## src/sso_pkg.sv

```systemverilog
package sso_pkg;

    // Clock rate and derived counts
    localparam int unsigned CLK_HZ = 40_000_000;
    localparam int unsigned PWRUP_MIN_MS = 2500;
    localparam int unsigned PWRUP_MAX_MS = 3500;
    localparam int unsigned PWRUP_MID_MS = 3000;
    localparam int unsigned PWRUP_CYC = PWRUP_MID_MS * (CLK_HZ / 1000);
    localparam int unsigned MS_CYC = CLK_HZ / 1000;

    // Speed figures in r/min
    localparam int SPD_W = 16;
    localparam logic signed [15:0] ATT_MARGIN = 16'sh0014;
    localparam logic signed [15:0] ATT_LOW_PRESET = 16'sh0014;
    localparam logic signed [15:0] NZ_HYST = 16'sh0014;

    // Register byte offsets
    localparam logic [7:0] OFF_CTRL = 8'h00;
    localparam logic [7:0] OFF_SETTLE = 8'h04;
    localparam logic [7:0] OFF_ZSPD = 8'h08;
    localparam logic [7:0] OFF_BRKDLY = 8'h0C;
    localparam logic [7:0] OFF_STATUS = 8'h10;
    localparam logic [7:0] OFF_EVT = 8'h14;
    localparam logic [7:0] OFF_EVTCLR = 8'h18;
    localparam logic [7:0] OFF_EVTEN = 8'h1C;

    // Reset values
    localparam logic [15:0] SETTLE_RST = 16'h0064;
    localparam logic [15:0] ZSPD_RST = 16'h0032;
    localparam logic [15:0] BRKDLY_RST = 16'h0000;
    localparam logic [1:0] CTRL_RST = 2'h0;

    // Control modes
    typedef enum logic [1:0] {
        SSO_MODE_POS = 2'b00,
        SSO_MODE_SPD = 2'b01,
        SSO_MODE_TRQ = 2'b10
    } sso_mode_t;

    // Event bit positions
    localparam int EV_BRK_OFF = 0;
    localparam int EV_FAULT = 1;
    localparam int EV_READY = 2;
    localparam int EV_NZ = 3;
    localparam int EV_W = 4;

    // Status outputs travelling together
    typedef struct packed {
        logic brake_release_out;
        logic fault_n_out;
        logic position_settled;
        logic drive_ready;
        logic speed_attained;
        logic speed_limit_active;
        logic near_zero_speed;
    } sso_flags_t;

endpackage : sso_pkg

```

## src/sso_status_outputs.sv

```systemverilog
module sso_status_outputs
    import sso_pkg::*;
#(
    parameter int unsigned PWRUP_CYCLES = PWRUP_CYC, // Power-up fault hold
    parameter int unsigned MS_CYCLES = MS_CYC // Cycles per millisecond tick
) (
    input wire logic hclk, // System clock
    input wire logic hresetn, // Async reset, active low
    input wire logic hsel, // AHB select
    input wire logic [31:0] haddr, // AHB address
    input wire logic [1:0] htrans, // AHB transfer type
    input wire logic hwrite, // AHB write
    input wire logic [2:0] hsize, // AHB size
    input wire logic [31:0] hwdata, // AHB write data
    input wire logic hready, // AHB ready in
    output logic [31:0] hrdata, // AHB read data
    output logic hreadyout, // AHB ready out
    output logic hresp, // AHB response
    input wire logic servo_on, // Servo-on state
    input wire logic alarm, // Alarm present
    input wire logic base_shutoff, // Protective base shut-off
    input wire logic drive_ok, // Drive ready to operate
    input wire logic [1:0] ctrl_mode, // Control mode
    input wire logic signed [31:0] droop_pulses, // Droop pulse count
    input wire logic signed [15:0] motor_speed, // Motor speed r/min
    input wire logic signed [15:0] preset_speed, // Preset speed r/min
    input wire logic signed [15:0] speed_limit, // Speed limit r/min
    output sso_flags_t flags, // Status outputs
    output logic irq // Interrupt level
);

    initial begin
        if (PWRUP_CYCLES < 2 || MS_CYCLES < 1) begin
            $error("sso_status_outputs: bad count parameter");
        end
    end

    // Registers and state
    logic [15:0] settle_window_param_q;
    logic [15:0] zero_speed_threshold_param_q;
    logic [15:0] brake_delay_param_q;
    logic [EV_W-1:0] evt_q, evt_en_q;
    logic [31:0] pwr_cnt_q;
    logic pwr_done_q;
    logic [31:0] ms_cnt_q;
    logic [15:0] brk_cnt_q;
    logic nz_q;
    sso_flags_t flags_q, flags_d;
    logic [7:0] addr_q;
    logic wr_q, rd_pend_q;

    // Address phase decode
    wire logic acc = hsel & hready & htrans[1];
    wire logic wr_now = wr_q;
    wire logic [31:0] wdat = hwdata;

    // Bus slave: zero wait states, always OKAY
    assign hreadyout = 1'b1;
    assign hresp = 1'b0;

    always_ff @(posedge hclk or negedge hresetn) begin
        if (!hresetn) begin
            addr_q <= 8'h00;
            wr_q <= 1'b0;
            rd_pend_q <= 1'b0;
        end else begin
            addr_q <= haddr[7:0];
            wr_q <= acc & hwrite;
            rd_pend_q <= acc & ~hwrite;
        end
    end

    // Write decode
    wire logic wr_settle = wr_now && addr_q == OFF_SETTLE;
    wire logic wr_zspd = wr_now && addr_q == OFF_ZSPD;
    wire logic wr_brk = wr_now && addr_q == OFF_BRKDLY;
    wire logic wr_clr = wr_now && addr_q == OFF_EVTCLR;
    wire logic wr_en = wr_now && addr_q == OFF_EVTEN;

    // Parameter registers
    always_ff @(posedge hclk or negedge hresetn) begin
        if (!hresetn) begin
            settle_window_param_q <= SETTLE_RST;
            zero_speed_threshold_param_q <= ZSPD_RST;
            brake_delay_param_q <= BRKDLY_RST;
            evt_en_q <= '0;
        end else begin
            if (wr_settle) settle_window_param_q <= wdat[15:0];
            if (wr_zspd) zero_speed_threshold_param_q <= wdat[15:0];
            if (wr_brk) brake_delay_param_q <= wdat[15:0];
            if (wr_en) evt_en_q <= wdat[EV_W-1:0];
        end
    end

    // Read mux, data held in a flop for the data phase
    logic [31:0] rd_mux;
    always_comb begin
        rd_mux = 32'h0000_0000;
        unique case (haddr[7:0])
            OFF_SETTLE: rd_mux = {16'h0000, settle_window_param_q};
            OFF_ZSPD: rd_mux = {16'h0000, zero_speed_threshold_param_q};
            OFF_BRKDLY: rd_mux = {16'h0000, brake_delay_param_q};
            OFF_STATUS: rd_mux = {25'h0, flags_q};
            OFF_EVT: rd_mux = {28'h0, evt_q};
            OFF_EVTEN: rd_mux = {28'h0, evt_en_q};
            default: rd_mux = 32'h0000_0000;
        endcase
    end

    always_ff @(posedge hclk or negedge hresetn) begin
        if (!hresetn) hrdata <= 32'h0000_0000;
        else if (acc && !hwrite) hrdata <= rd_mux;
    end

    // Power-on timer for fault output
    always_ff @(posedge hclk or negedge hresetn) begin
        if (!hresetn) begin
            pwr_cnt_q <= 32'h0000_0000;
            pwr_done_q <= 1'b0;
        end else if (!pwr_done_q) begin
            pwr_cnt_q <= pwr_cnt_q + 32'h0000_0001;
            pwr_done_q <= (pwr_cnt_q == PWRUP_CYCLES - 2);
        end
    end

    // Millisecond tick for brake delay
    wire logic ms_tick = (ms_cnt_q == MS_CYCLES - 1);
    always_ff @(posedge hclk or negedge hresetn) begin
        if (!hresetn) ms_cnt_q <= 32'h0000_0000;
        else ms_cnt_q <= ms_tick ? 32'h0000_0000 : ms_cnt_q + 32'h0000_0001;
    end

    // Brake release: immediate drop, release after delay in ms
    wire logic run_ok = servo_on & ~alarm;
    always_ff @(posedge hclk or negedge hresetn) begin
        if (!hresetn) brk_cnt_q <= 16'h0000;
        else if (!run_ok) brk_cnt_q <= 16'h0000;
        else if (ms_tick && brk_cnt_q < brake_delay_param_q) brk_cnt_q <= brk_cnt_q + 16'h0001;
    end
    wire logic brk_rel = run_ok && brk_cnt_q >= brake_delay_param_q;

    // Settle window compare on droop magnitude
    wire logic signed [31:0] droop_abs = droop_pulses < 0 ? -droop_pulses : droop_pulses;
    wire logic in_win = droop_abs <= $signed({16'h0000, settle_window_param_q});
    wire logic settled = in_win && ctrl_mode == SSO_MODE_POS;

    // Speed attained band
    wire logic signed [17:0] pre = 18'(preset_speed);
    wire logic signed [17:0] pre_abs = pre < 0 ? -pre : pre;
    wire logic signed [17:0] band = 18'((pre_abs / 20) + 18'(ATT_MARGIN));
    wire logic signed [17:0] err = 18'(motor_speed) - pre;
    wire logic in_band = err <= band && err >= -band;
    wire logic low_pre = pre_abs <= 18'(ATT_LOW_PRESET);
    wire logic att_hit = servo_on && ctrl_mode == SSO_MODE_SPD && (in_band || low_pre);

    // Speed limit compare in torque mode
    wire logic signed [17:0] spd_abs =
        motor_speed < 0 ? -18'(motor_speed) : 18'(motor_speed);
    wire logic signed [17:0] lim_abs =
        speed_limit < 0 ? -18'(speed_limit) : 18'(speed_limit);
    wire logic lim_hit = servo_on && ctrl_mode == SSO_MODE_TRQ && spd_abs >= lim_abs;

    // Near-zero hysteresis thresholds
    wire logic signed [17:0] zon = 18'({2'b00, zero_speed_threshold_param_q});
    wire logic signed [17:0] zoff = zon + 18'(NZ_HYST);
    always_ff @(posedge hclk or negedge hresetn) begin
        if (!hresetn) nz_q <= 1'b1;
        else if (spd_abs <= zon) nz_q <= 1'b1;
        else if (spd_abs >= zoff) nz_q <= 1'b0;
    end

    // Output assembly
    always_comb begin
        flags_d.brake_release_out = brk_rel;
        flags_d.fault_n_out = pwr_done_q & ~base_shutoff & ~alarm;
        flags_d.position_settled = settled;
        flags_d.drive_ready = servo_on & drive_ok & ~alarm;
        flags_d.speed_attained = att_hit;
        flags_d.speed_limit_active = lim_hit;
        flags_d.near_zero_speed = nz_q;
    end

    always_ff @(posedge hclk or negedge hresetn) begin
        if (!hresetn) flags_q <= '0;
        else flags_q <= flags_d;
    end
    assign flags = flags_q;

    // Sticky events: set wins over clear
    wire logic [EV_W-1:0] evt_set = {
        flags_d.near_zero_speed & ~flags_q.near_zero_speed,
        flags_d.drive_ready & ~flags_q.drive_ready,
        ~flags_d.fault_n_out & flags_q.fault_n_out,
        ~flags_d.brake_release_out & flags_q.brake_release_out
    };
    wire logic [EV_W-1:0] evt_clr = wr_clr ? wdat[EV_W-1:0] : '0;
    always_ff @(posedge hclk or negedge hresetn) begin
        if (!hresetn) evt_q <= '0;
        else evt_q <= (evt_q & ~evt_clr) | evt_set;
    end
    assign irq = |(evt_q & evt_en_q);

    // Checks
    brake_drop_a: assert property (@(posedge hclk) disable iff (!hresetn)
        !run_ok |=> !flags.brake_release_out) else $error("brake on while stopped");
    fault_drop_a: assert property (@(posedge hclk) disable iff (!hresetn)
        base_shutoff |=> !flags.fault_n_out) else $error("fault high at shutoff");
    fault_early_a: assert property (@(posedge hclk) disable iff (!hresetn)
        !pwr_done_q |=> !flags.fault_n_out) else $error("fault early");
    settle_mode_a: assert property (@(posedge hclk) disable iff (!hresetn)
        ctrl_mode != SSO_MODE_POS |=> !flags.position_settled) else $error("settled wrong mode");
    att_off_a: assert property (@(posedge hclk) disable iff (!hresetn)
        !servo_on |=> !flags.speed_attained) else $error("attained at servo off");
    att_low_a: assert property (@(posedge hclk) disable iff (!hresetn)
        servo_on && ctrl_mode == SSO_MODE_SPD && low_pre |=> flags.speed_attained)
        else $error("attained low preset");
    lim_mode_a: assert property (@(posedge hclk) disable iff (!hresetn)
        (ctrl_mode != SSO_MODE_TRQ || !servo_on) |=> !flags.speed_limit_active)
        else $error("limit wrong mode");
    nz_on_a: assert property (@(posedge hclk) disable iff (!hresetn)
        spd_abs <= zon |=> ##1 flags.near_zero_speed) else $error("near zero missed");
    nz_hold_a: assert property (@(posedge hclk) disable iff (!hresetn)
        nz_q && spd_abs < zoff |=> nz_q) else $error("near zero dropped early");

    // Slave never stalls and never errors
    bus_okay_a: assert property (@(posedge hclk) disable iff (!hresetn)
        hreadyout && !hresp) else $error("bus stalled or errored");

    // Write request captured for data phase
    wr_capture_a: assert property (@(posedge hclk) disable iff (!hresetn)
        acc && hwrite |=> wr_q) else $error("write not captured");

    // Read data loaded at address phase
    rd_capture_a: assert property (@(posedge hclk) disable iff (!hresetn)
        acc && !hwrite |=> hrdata == $past(rd_mux)) else $error("read data wrong");

    // Read data holds between reads
    rd_hold_a: assert property (@(posedge hclk) disable iff (!hresetn)
        !(acc && !hwrite) |=> $stable(hrdata)) else $error("read data moved");

    // Settle window takes written value
    settle_wr_a: assert property (@(posedge hclk) disable iff (!hresetn)
        wr_settle |=> settle_window_param_q == $past(wdat[15:0])) else $error("window write");

    // Settle window kept without write
    settle_keep_a: assert property (@(posedge hclk) disable iff (!hresetn)
        !wr_settle |=> $stable(settle_window_param_q)) else $error("window moved");

    // Threshold takes written value
    thr_wr_a: assert property (@(posedge hclk) disable iff (!hresetn)
        wr_zspd |=> zero_speed_threshold_param_q == $past(wdat[15:0]))
        else $error("threshold write");

    // Brake delay takes written value
    dly_wr_a: assert property (@(posedge hclk) disable iff (!hresetn)
        wr_brk |=> brake_delay_param_q == $past(wdat[15:0])) else $error("delay write");

    // Event enable takes written value
    en_wr_a: assert property (@(posedge hclk) disable iff (!hresetn)
        wr_en |=> evt_en_q == $past(wdat[EV_W-1:0])) else $error("enable write");

    // Power-on counter advances until done
    pwr_count_a: assert property (@(posedge hclk) disable iff (!hresetn)
        !pwr_done_q |=> pwr_cnt_q == $past(pwr_cnt_q) + 32'h0000_0001)
        else $error("power count stalled");

    // Power-on done is sticky
    pwr_stay_a: assert property (@(posedge hclk) disable iff (!hresetn)
        pwr_done_q |=> pwr_done_q) else $error("power done dropped");

    // Power-on done no later than the count
    pwr_late_a: assert property (@(posedge hclk) disable iff (!hresetn)
        pwr_cnt_q >= PWRUP_CYCLES - 1 |-> pwr_done_q) else $error("power done late");

    // Healthy only after power-on delay
    fault_rise_a: assert property (@(posedge hclk) disable iff (!hresetn)
        flags.fault_n_out |-> pwr_done_q) else $error("healthy before delay");

    // Healthy rises when nothing blocks it
    fault_up_a: assert property (@(posedge hclk) disable iff (!hresetn)
        pwr_done_q && !base_shutoff && !alarm |=> flags.fault_n_out)
        else $error("healthy missing");

    // Alarm drops the healthy output
    fault_alarm_a: assert property (@(posedge hclk) disable iff (!hresetn)
        alarm |=> !flags.fault_n_out) else $error("healthy during alarm");

    // Millisecond counter stays in range
    ms_range_a: assert property (@(posedge hclk) disable iff (!hresetn)
        ms_cnt_q < MS_CYCLES) else $error("tick counter out of range");

    // Brake delay count cleared when stopped
    brk_zero_a: assert property (@(posedge hclk) disable iff (!hresetn)
        !run_ok |=> brk_cnt_q == 16'h0000) else $error("brake count kept");

    // Brake held while delay runs
    brk_wait_a: assert property (@(posedge hclk) disable iff (!hresetn)
        run_ok && brk_cnt_q < brake_delay_param_q |=> !flags.brake_release_out)
        else $error("brake released early");

    // Brake delay counts only on ticks
    brk_step_a: assert property (@(posedge hclk) disable iff (!hresetn)
        run_ok && !ms_tick |=> brk_cnt_q == $past(brk_cnt_q)) else $error("brake count step");

    // Brake released once delay met
    brk_rel_a: assert property (@(posedge hclk) disable iff (!hresetn)
        run_ok && brk_cnt_q >= brake_delay_param_q |=> flags.brake_release_out)
        else $error("brake not released");

    // Brake drops on alarm
    brk_alarm_a: assert property (@(posedge hclk) disable iff (!hresetn)
        alarm |=> !flags.brake_release_out) else $error("brake on in alarm");

    // Settled inside window in position mode
    settle_in_a: assert property (@(posedge hclk) disable iff (!hresetn)
        ctrl_mode == SSO_MODE_POS && in_win |=> flags.position_settled)
        else $error("settled missing");

    // Not settled outside window
    settle_out_a: assert property (@(posedge hclk) disable iff (!hresetn)
        !in_win |=> !flags.position_settled) else $error("settled outside window");

    // Ready when servo on and drive fit
    ready_on_a: assert property (@(posedge hclk) disable iff (!hresetn)
        servo_on && drive_ok && !alarm |=> flags.drive_ready) else $error("ready missing");

    // Not ready at servo off
    ready_off_a: assert property (@(posedge hclk) disable iff (!hresetn)
        !servo_on |=> !flags.drive_ready) else $error("ready at servo off");

    // Attained inside the band
    att_band_a: assert property (@(posedge hclk) disable iff (!hresetn)
        servo_on && ctrl_mode == SSO_MODE_SPD && in_band |=> flags.speed_attained)
        else $error("attained missing");

    // Not attained outside the band
    att_out_a: assert property (@(posedge hclk) disable iff (!hresetn)
        !in_band && !low_pre |=> !flags.speed_attained) else $error("attained outside");

    // Attained only in speed mode
    att_mode_a: assert property (@(posedge hclk) disable iff (!hresetn)
        ctrl_mode != SSO_MODE_SPD |=> !flags.speed_attained) else $error("attained mode");

    // Limit active at or above limit
    lim_on_a: assert property (@(posedge hclk) disable iff (!hresetn)
        servo_on && ctrl_mode == SSO_MODE_TRQ && spd_abs >= lim_abs
        |=> flags.speed_limit_active) else $error("limit missing");

    // Limit inactive below limit
    lim_below_a: assert property (@(posedge hclk) disable iff (!hresetn)
        spd_abs < lim_abs |=> !flags.speed_limit_active) else $error("limit below");

    // Limit inactive at servo off
    lim_off_a: assert property (@(posedge hclk) disable iff (!hresetn)
        !servo_on |=> !flags.speed_limit_active) else $error("limit at servo off");

    // Near-zero set at threshold
    nz_set_a: assert property (@(posedge hclk) disable iff (!hresetn)
        spd_abs <= zon |=> nz_q) else $error("near zero not set");

    // Near-zero cleared at upper level
    nz_off_a: assert property (@(posedge hclk) disable iff (!hresetn)
        spd_abs >= zoff |=> !nz_q) else $error("near zero not cleared");

    // Near-zero stays off inside hysteresis
    nz_keep_a: assert property (@(posedge hclk) disable iff (!hresetn)
        !nz_q && spd_abs > zon |=> !nz_q) else $error("near zero set early");

    // Event set wins over clear
    evt_set_a: assert property (@(posedge hclk) disable iff (!hresetn)
        |evt_set |=> (evt_q & $past(evt_set)) == $past(evt_set)) else $error("event lost");

    // Event clear removes bits
    evt_clr_a: assert property (@(posedge hclk) disable iff (!hresetn)
        wr_clr && evt_set == '0 |=> (evt_q & $past(evt_clr)) == '0) else $error("event kept");

    // No interrupt while all masked
    irq_mask_a: assert property (@(posedge hclk) disable iff (!hresetn)
        evt_en_q == '0 |-> !irq) else $error("interrupt while masked");

endmodule : sso_status_outputs

```

## config.mk

```make
export PLATFORM = sky130hd
export DESIGN_NAME = sso_status_outputs
export DESIGN_NICKNAME = d
export VERILOG_FILES = /design/src/sso_pkg.sv /design/src/sso_status_outputs.sv
export SDC_FILE = /design/constraint.sdc
export NUM_CORES = 1
export LEC_CHECK = 0
export BUFFER_PORTS_ARGS = -buffer_cell sky130_fd_sc_hd__buf_2
export CAP_MARGIN = 10
export CORE_ASPECT_RATIO = 1.4
export CORE_UTILIZATION = 51
export CTS_BUF_LIST = sky130_fd_sc_hd__clkbuf_16
export DETAILED_ROUTE_END_ITERATION = 12
export PLACE_DENSITY = 0.72
export SETUP_SLACK_MARGIN = 0.15
export SLEW_MARGIN = 40
export SYNTH_ARGS = -nofsm -noshare
export SYNTH_HDL_FRONTEND = slang
export SYNTH_SLANG_ARGS = --single-unit
```

## constraint.sdc

```tcl
create_clock -name hclk -period 4.18 [get_ports hclk]
set_input_delay 1.254 -clock hclk [delete_from_list [all_inputs] [get_ports hclk]]
set_output_delay 1.254 -clock hclk [all_outputs]
set_load 0.03 [all_outputs]
```

After elaboration in Yosys (flattened, before gate mapping):

Index checks and enable logic that the tools add are counted.

* bits in registers: 186
* word-level logic and storage cells: 114

* add/subtract/negate cells: 11
* divide/modulo/power cells: 1
* order comparisons: 13
* eq/ne operators: 16
* muxes and demuxes: 12
* bitwise gates (word level): 22
* reduce and logical (&&, ||, !) cells: 19

Operators by type and width (number)
* $pmux 16 s6: 1
* $add 32x1->32 const B: 2
* $mux 32: 2
* $mux 18: 3
* $neg 16->18: 3
* $lt 16x1->1 const B: 3
* $eq 8x5->1 const B: 5
* $ge 18x18->1: 2
* $div 32x6->32 const B: 1
* $eq 32x16->1 const B: 1
* $eq 32x27->1 const B: 1
* $eq 8x4->1 const B: 4
* $le 32x17->1: 1
* $lt 32x1->1 const B: 1
* $mux 16: 2
* $neg 32->32: 1
* $add 18x6->18 const B: 1
* $ge 17x18->1: 1
* $le 17x18->1: 1
* $le 18x17->1: 1
* $le 18x6->1 const B: 1
* $neg 18->18: 1
* $add 16x5->17 const B: 1
* $sub 16x16->17: 1
* 20 further kinds: 53

Logic depth before layout (Yosys ltp):

* depth after elaboration: 9
* depth in mapped cells: 37
* mapped depth without buffers: 34

Worst setup path after synthesis:

Ideal clock, no wire load.

* kind: input -> register
* start point: input port preset_speed[1]
* end point: register flags_q, in the netlist flags[2]
* setup time: 0.124 ns
* arrival time: 8.564 ns
* data required time: 4.056 ns
* setup slack: -4.508 ns
* stages on the path: 36
* buffers on the path: 2
* path through: inv_1 ha_1 or4b_1 buf_2 o31ai_2 xnor2_1 nand2_1 o31ai_1 o21a_1 clkbuf_1 mux2_4 or4_4 a22o_1 a221oi_4 xnor2_1 mux2i_1 mux2i_1 nand2_1 a21o_1 ha_1 nor3_1 nor2_1 xor2_1 or3_1 nor2b_1 xnor2_1 ha_1 a21o_1 a21oi_1 a21oi_1 a211oi_1 o21ai_0 a21oi_1 a31oi_1 a41oi_1 nor3_1

* word-level cells in the longest chain between the ends: 9

RTL lines
* start, declared: RTL line sso_status_outputs.sv:26 `input wire logic signed [15:0] preset_speed,`
* $neg 16->18 or $lt 16x1->1 (tied branches): RTL line sso_status_outputs.sv:149 `wire logic signed [17:0] pre_abs = pre < 0 ? -pre : pre;`
* $mux 18: RTL line sso_status_outputs.sv:149
* $div 32x6->32: RTL line sso_status_outputs.sv:150 `wire logic signed [17:0] band = 18'((pre_abs / 20) + 18'(ATT_MARGIN));`
* $add 18x6->18: RTL line sso_status_outputs.sv:150
* $neg 18->18: RTL line sso_status_outputs.sv:152 `wire logic in_band = err <= band && err >= -band;`
* $ge 17x18->1: RTL line sso_status_outputs.sv:152
* $logic_and 1x1->1: RTL line sso_status_outputs.sv:152
* $logic_or 1x1->1 *: RTL line sso_status_outputs.sv:154 `wire logic att_hit = servo_on && ctrl_mode == SSO_MODE_SPD && (in_band || low_pre);`
* $logic_and 1x1->1 *: RTL line sso_status_outputs.sv:154
* named net att_hit: RTL line sso_status_outputs.sv:154
* end signal, assigned: RTL line sso_status_outputs.sv:185 `else flags_q <= flags_d;`
* end, declared: RTL line sso_status_outputs.sv:48 `sso_flags_t flags_q, flags_d;`

Mark *: on every way through the listed nets, which the timed path passes. The rest lies on a longest branch.
A chain may end at the register's enable or synchronous reset.

Final worst setup path:

Ends and elaborated chain as after synthesis.

==> tab_implementation.tex <==
\begin{tabular}{lr}
\hline
Metric & Value \\
\hline
\multicolumn{2}{l}{\textbf{Setup path}} \\
Startpoint-to-endpoint class of the critical path & in2reg \\
Endpoint class of the critical path & flop \\
Req. time, crit path & 4.53 ns \\
Largest stage delay on the critical path & 0.49 ns \\
Buffering stage count on the worst path with inverters included & 7 \\
Most used cell, CP & sky130\_fd\_sc\_hd\_\_buf\_6 \\
Slowest stage cell, crit path & sky130\_fd\_sc\_hd\_\_or4\_4 \\
Peak fanout along the critical path & 5 \\
Count of cells along the worst register-to-register path & 16 \\
Setup crit start kind & primary input \\
Data arrival, critical path & about 8.3 ns \\
Cell count along the critical path & 38 \\
Critical path's top delay family & compound AO/OA/AOI/OAI gates \\
\multicolumn{2}{l}{\textbf{Routing}} \\
Count of routing violations after the opening detailed-route iteration & 691 \\
Post-DRT Antenna Nets & 0 \\
Mean number of vias per cell & about 5.7 \\
Residual DRC count & 0 \\
First-pass iteration count of the detailed router & 5 \\
Wire length after detailed routing & between 40 and 50 mm \\
Routed length per placed instance & around 18 um \\
Total number of vias & 14400 \\
\multicolumn{2}{l}{\textbf{Timing}} \\
Worst max-slew margin expressed relative to the limit & 51.0\% \\
Fin Clk Skew & roughly 0.0094 ns \\
Fmax achieved & approximately 130 MHz \\
Worst setup margin & -3.80 ns \\
Final max-slew violation count & 0 \\
Worst hold margin & 0.430 ns \\
Setup repair after global routing missed its margin & true \\
Share of the cycle needed by the critical path after routing & 191\% \\
Post-layout minimum cycle time & 7.98 ns \\
Slew at the pin with the worst max-slew slack & 0.735 ns \\
Final hold violations & 0 \\
Endpoints failing setup & 2 \\
\multicolumn{2}{l}{\textbf{Clocking}} \\
Clk sinks & 170 \\
Root buffer selected by CTS & sky130\_fd\_sc\_hd\_\_clkbuf\_16 \\
Clk Latency, worst-skew pair & between 0.4 and 0.5 ns \\
Maximum buffer depth of the clock tree & 2 \\
Cts bufs inserted & 17 \\
TritonCTS clock tree & yes \\
Worst-path clk slew & 0.07 ns \\
Number of levels in the clock H-tree & 4 \\
\multicolumn{2}{l}{\textbf{Cells and area}} \\
Area of all sequential standard cells & 4260 sq um \\
Area taken by multi-input logic gates & 10200 sq um \\
Count of placed standard cells in the final layout, fillers left out & roughly 2500 \\
Synth-to-Final Area Change & 33.6\% \\
Fraction of layout instances using a drive strength above 1 & 29.6\% \\
Count of fill cells added during filler insertion & 2161 \\
Share of the core filled with cells in the final layout & 69.2\% \\
Layout Nets & 2418 \\
\multicolumn{2}{l}{\textbf{Floorplanning}} \\
Horiz. Die Dim & 143 um \\
Floorplan die area & 28700 sq um \\
Starting Density & between 50\% and 60\% \\
Die H & 200 um \\
I/O pins & 202 \\
Cell row count & slightly above 70 \\
Placeable core region & 27600 sq um \\
\multicolumn{2}{l}{\textbf{Synthesis}} \\
Most frequent cells after synthesis & sky130\_fd\_sc\_hd\_\_nand2\_1 (188), sky130\_fd\_sc\_hd\_\_dfrtp\_1 (163), sky130\_fd\_sc\_hd\_\_ha\_1 (145) \\
Area share of the largest cell type after synthesis & 28.6\% \\
Cell type contributing the most total cell area after synthesis & sky130\_fd\_sc\_hd\_\_dfrtp\_1 \\
Number of distinct standard cells referenced by the synthesized netlist & 91 \\
Ys Warns & 0 \\
Synthesis-stage register bit count & 170 \\
Synthesized instance count & 1676 \\
Post-synth EDFFs & 0 \\
Sequential area share after synthesis & 29.8\% \\
Dominant synthesized flop cell & sky130\_fd\_sc\_hd\_\_dfrtp\_1 \\
Syn Area/Cell & about 8.5 sq um \\
Cell with the most instances after synthesis & sky130\_fd\_sc\_hd\_\_nand2\_1 \\
Cell Area, Synth & 14300 sq um \\
Synth async-reset ratio & 100\% \\
Largest cells by area after synthesis & sky130\_fd\_sc\_hd\_\_dfrtp\_1 (29\%), sky130\_fd\_sc\_hd\_\_ha\_1 (13\%), sky130\_fd\_sc\_hd\_\_xnor2\_1 (7.9\%) \\
\multicolumn{2}{l}{\textbf{Min path}} \\
Path category of the worst min-delay check & reg2reg \\
Number of cells traversed by the worst hold path & 0 \\
\multicolumn{2}{l}{\textbf{Placement}} \\
Quantity of I/O buffers inserted on ports & 139 \\
Placer's final routability congestion estimate & between 0.9 and 1 \\
Placement Setup Slack & -4.49 ns \\
Number of instances in the placed design & 2444 \\
HPWL after detailed placement & 35.4 mm \\
\multicolumn{2}{l}{\textbf{Power and ir drop}} \\
Power Total & about 0.0066 W \\
Pwr dens & around 350 nW/um\^{}2 \\
Maximum resistive drop on vdd & 0.627 mV \\
Static leakage power & 9.17 nW \\
\multicolumn{2}{l}{\textbf{Run status}} \\
Violations in the final reports & negative setup slack \\
Run status & finished with violations \\
\multicolumn{2}{l}{\textbf{GRT}} \\
Global-route total usage across every layer & 32.0\% \\
Maximum number of pins on one net before global-route repair & 71 \\
Gr ovfl total & 0 \\
Via count of the first global-routing pass & 14600 \\
Number of antenna violations at the first check in global routing & 1 \\
Wire length of the first global-routing pass & approximately 71 mm \\
\multicolumn{2}{l}{\textbf{Run}} \\
Count of max-cap constraint violations & 0 \\
\hline
\end{tabular}
per-layer routing:
metal / track usage, % / routed length (um) / up-vias
li1: - / - / 6890
met1: 34.8 / 17200 / 6859
met2: 58.5 / 23100 / 450
met3: 4.06 / 1660 / 152
met4: 19.8 / 2660 / 0
met5: 0 / 0 / -
power breakdown:
part | total (W) | switching, W | internal, W
Combinational | 0.00330 | 0.00164 | 0.00165
Sequential | 0.00167 | 0.0000121 | 0.00166
Clock | 0.00162 | 0.000684 | 0.000941
final cells by class:
cell class,instances,area share (%)
sequential,170,22.3
multi-input combinational,1370,53.4
clock inverter,15,0.898
tap,370,2.43
timing repair buffer,451,16.6
inverter,102,2.11
antenna,1,0.0131
clock buffer,17,2.23
registers in the layout (all words and copies together) (netlist names):
signal and count:
addr_q 8, brake_delay_param_q 16, brk_cnt_q 16, evt_en_q 4
evt_q 4, flags 7, hrdata 16, ms_cnt_q 32
nz_q 1, pwr_cnt_q 32, pwr_done_q 1, settle_window_param_q 16
wr_now 1, zero_speed_threshold_param_q 16
worst paths after layout:
path,slack (ns),startpoint,end
setup / recovery,-3.80,preset_speed[1],flags[2]
hold / removal,0.43,nz_q,flags[0]
setup reg to reg,0.38,brk_cnt_q[1],brk_cnt_q[10]
hold reg to reg,0.43,nz_q,flags[0]
max in group asynchronous,2.48,hresetn,pwr_cnt_q[23]
min in group asynchronous,0.79,hresetn,ms_cnt_q[26]
per-stage QoR:
| stage | area, sq um | setup TNS, ns |
|---|---|---|
| floorplan | 14500 | -4.03 |
| detailed placement | 17600 | -6.40 |
| CTS | 18800 | -3.74 |
| finish | 19100 | -3.88 |
| global placement | 17600 | -6.19 |
| global route | 19100 | -4.46 |
placed cells by master (no fill, tap or decap), types with 35 or more instances in the layout:
cell / instances
sky130_fd_sc_hd__a21o_1: 35
sky130_fd_sc_hd__xnor2_1: 117
sky130_fd_sc_hd__a21oi_1: 57
sky130_fd_sc_hd__o21ai_0: 120
sky130_fd_sc_hd__nor2_1: 97
sky130_fd_sc_hd__inv_1: 100
sky130_fd_sc_hd__nand2_1: 182
sky130_fd_sc_hd__xor2_1: 43
sky130_fd_sc_hd__buf_2: 132
sky130_fd_sc_hd__nand3_1: 49
sky130_fd_sc_hd__ha_1: 136
sky130_fd_sc_hd__dfrtp_1: 163
sky130_fd_sc_hd__buf_4: 299
sky130_fd_sc_hd__nand4_1: 44
what timing repair did:
| item | 4_1_cts | 5_1_grt |
|---|---|---|
| setup buffers | 16 | 3 |
| pin swaps | 59 | 31 |
| hold buffers | 0 | 0 |
| setup endpoints to repair | 4 | 4 |
| resized for setup | 93 | 51 |
cells by family (layout without fill, tap and decap cells):
| group | after synthesis | after routing | share of synthesized area, % |
|---|---|---|---|
| other cells | 2 | 30 | 0.0526 |
| buf+inv | 163 | 585 | 4.79 |
| flops | 170 | 170 | 29.8 |
| mux | 22 | 22 | 1.65 |
| fa+ha+maj | 148 | 148 | 13.0 |
| simple gates | 598 | 598 | 21.1 |
| xor+xnor | 172 | 172 | 10.5 |
| compound gates | 401 | 401 | 19.1 |
worst register-to-register path: cells and delay by family, from the launching register on:
family	cells	cell delay, ns
flip-flops	1	0.43
AND/OR/NAND/NOR	4	0.96
AO/OA/AOI/OAI	11	2.03
adder cells (fa/ha/maj)	1	0.30
Note: power is estimated with default switching activity, not from simulation.
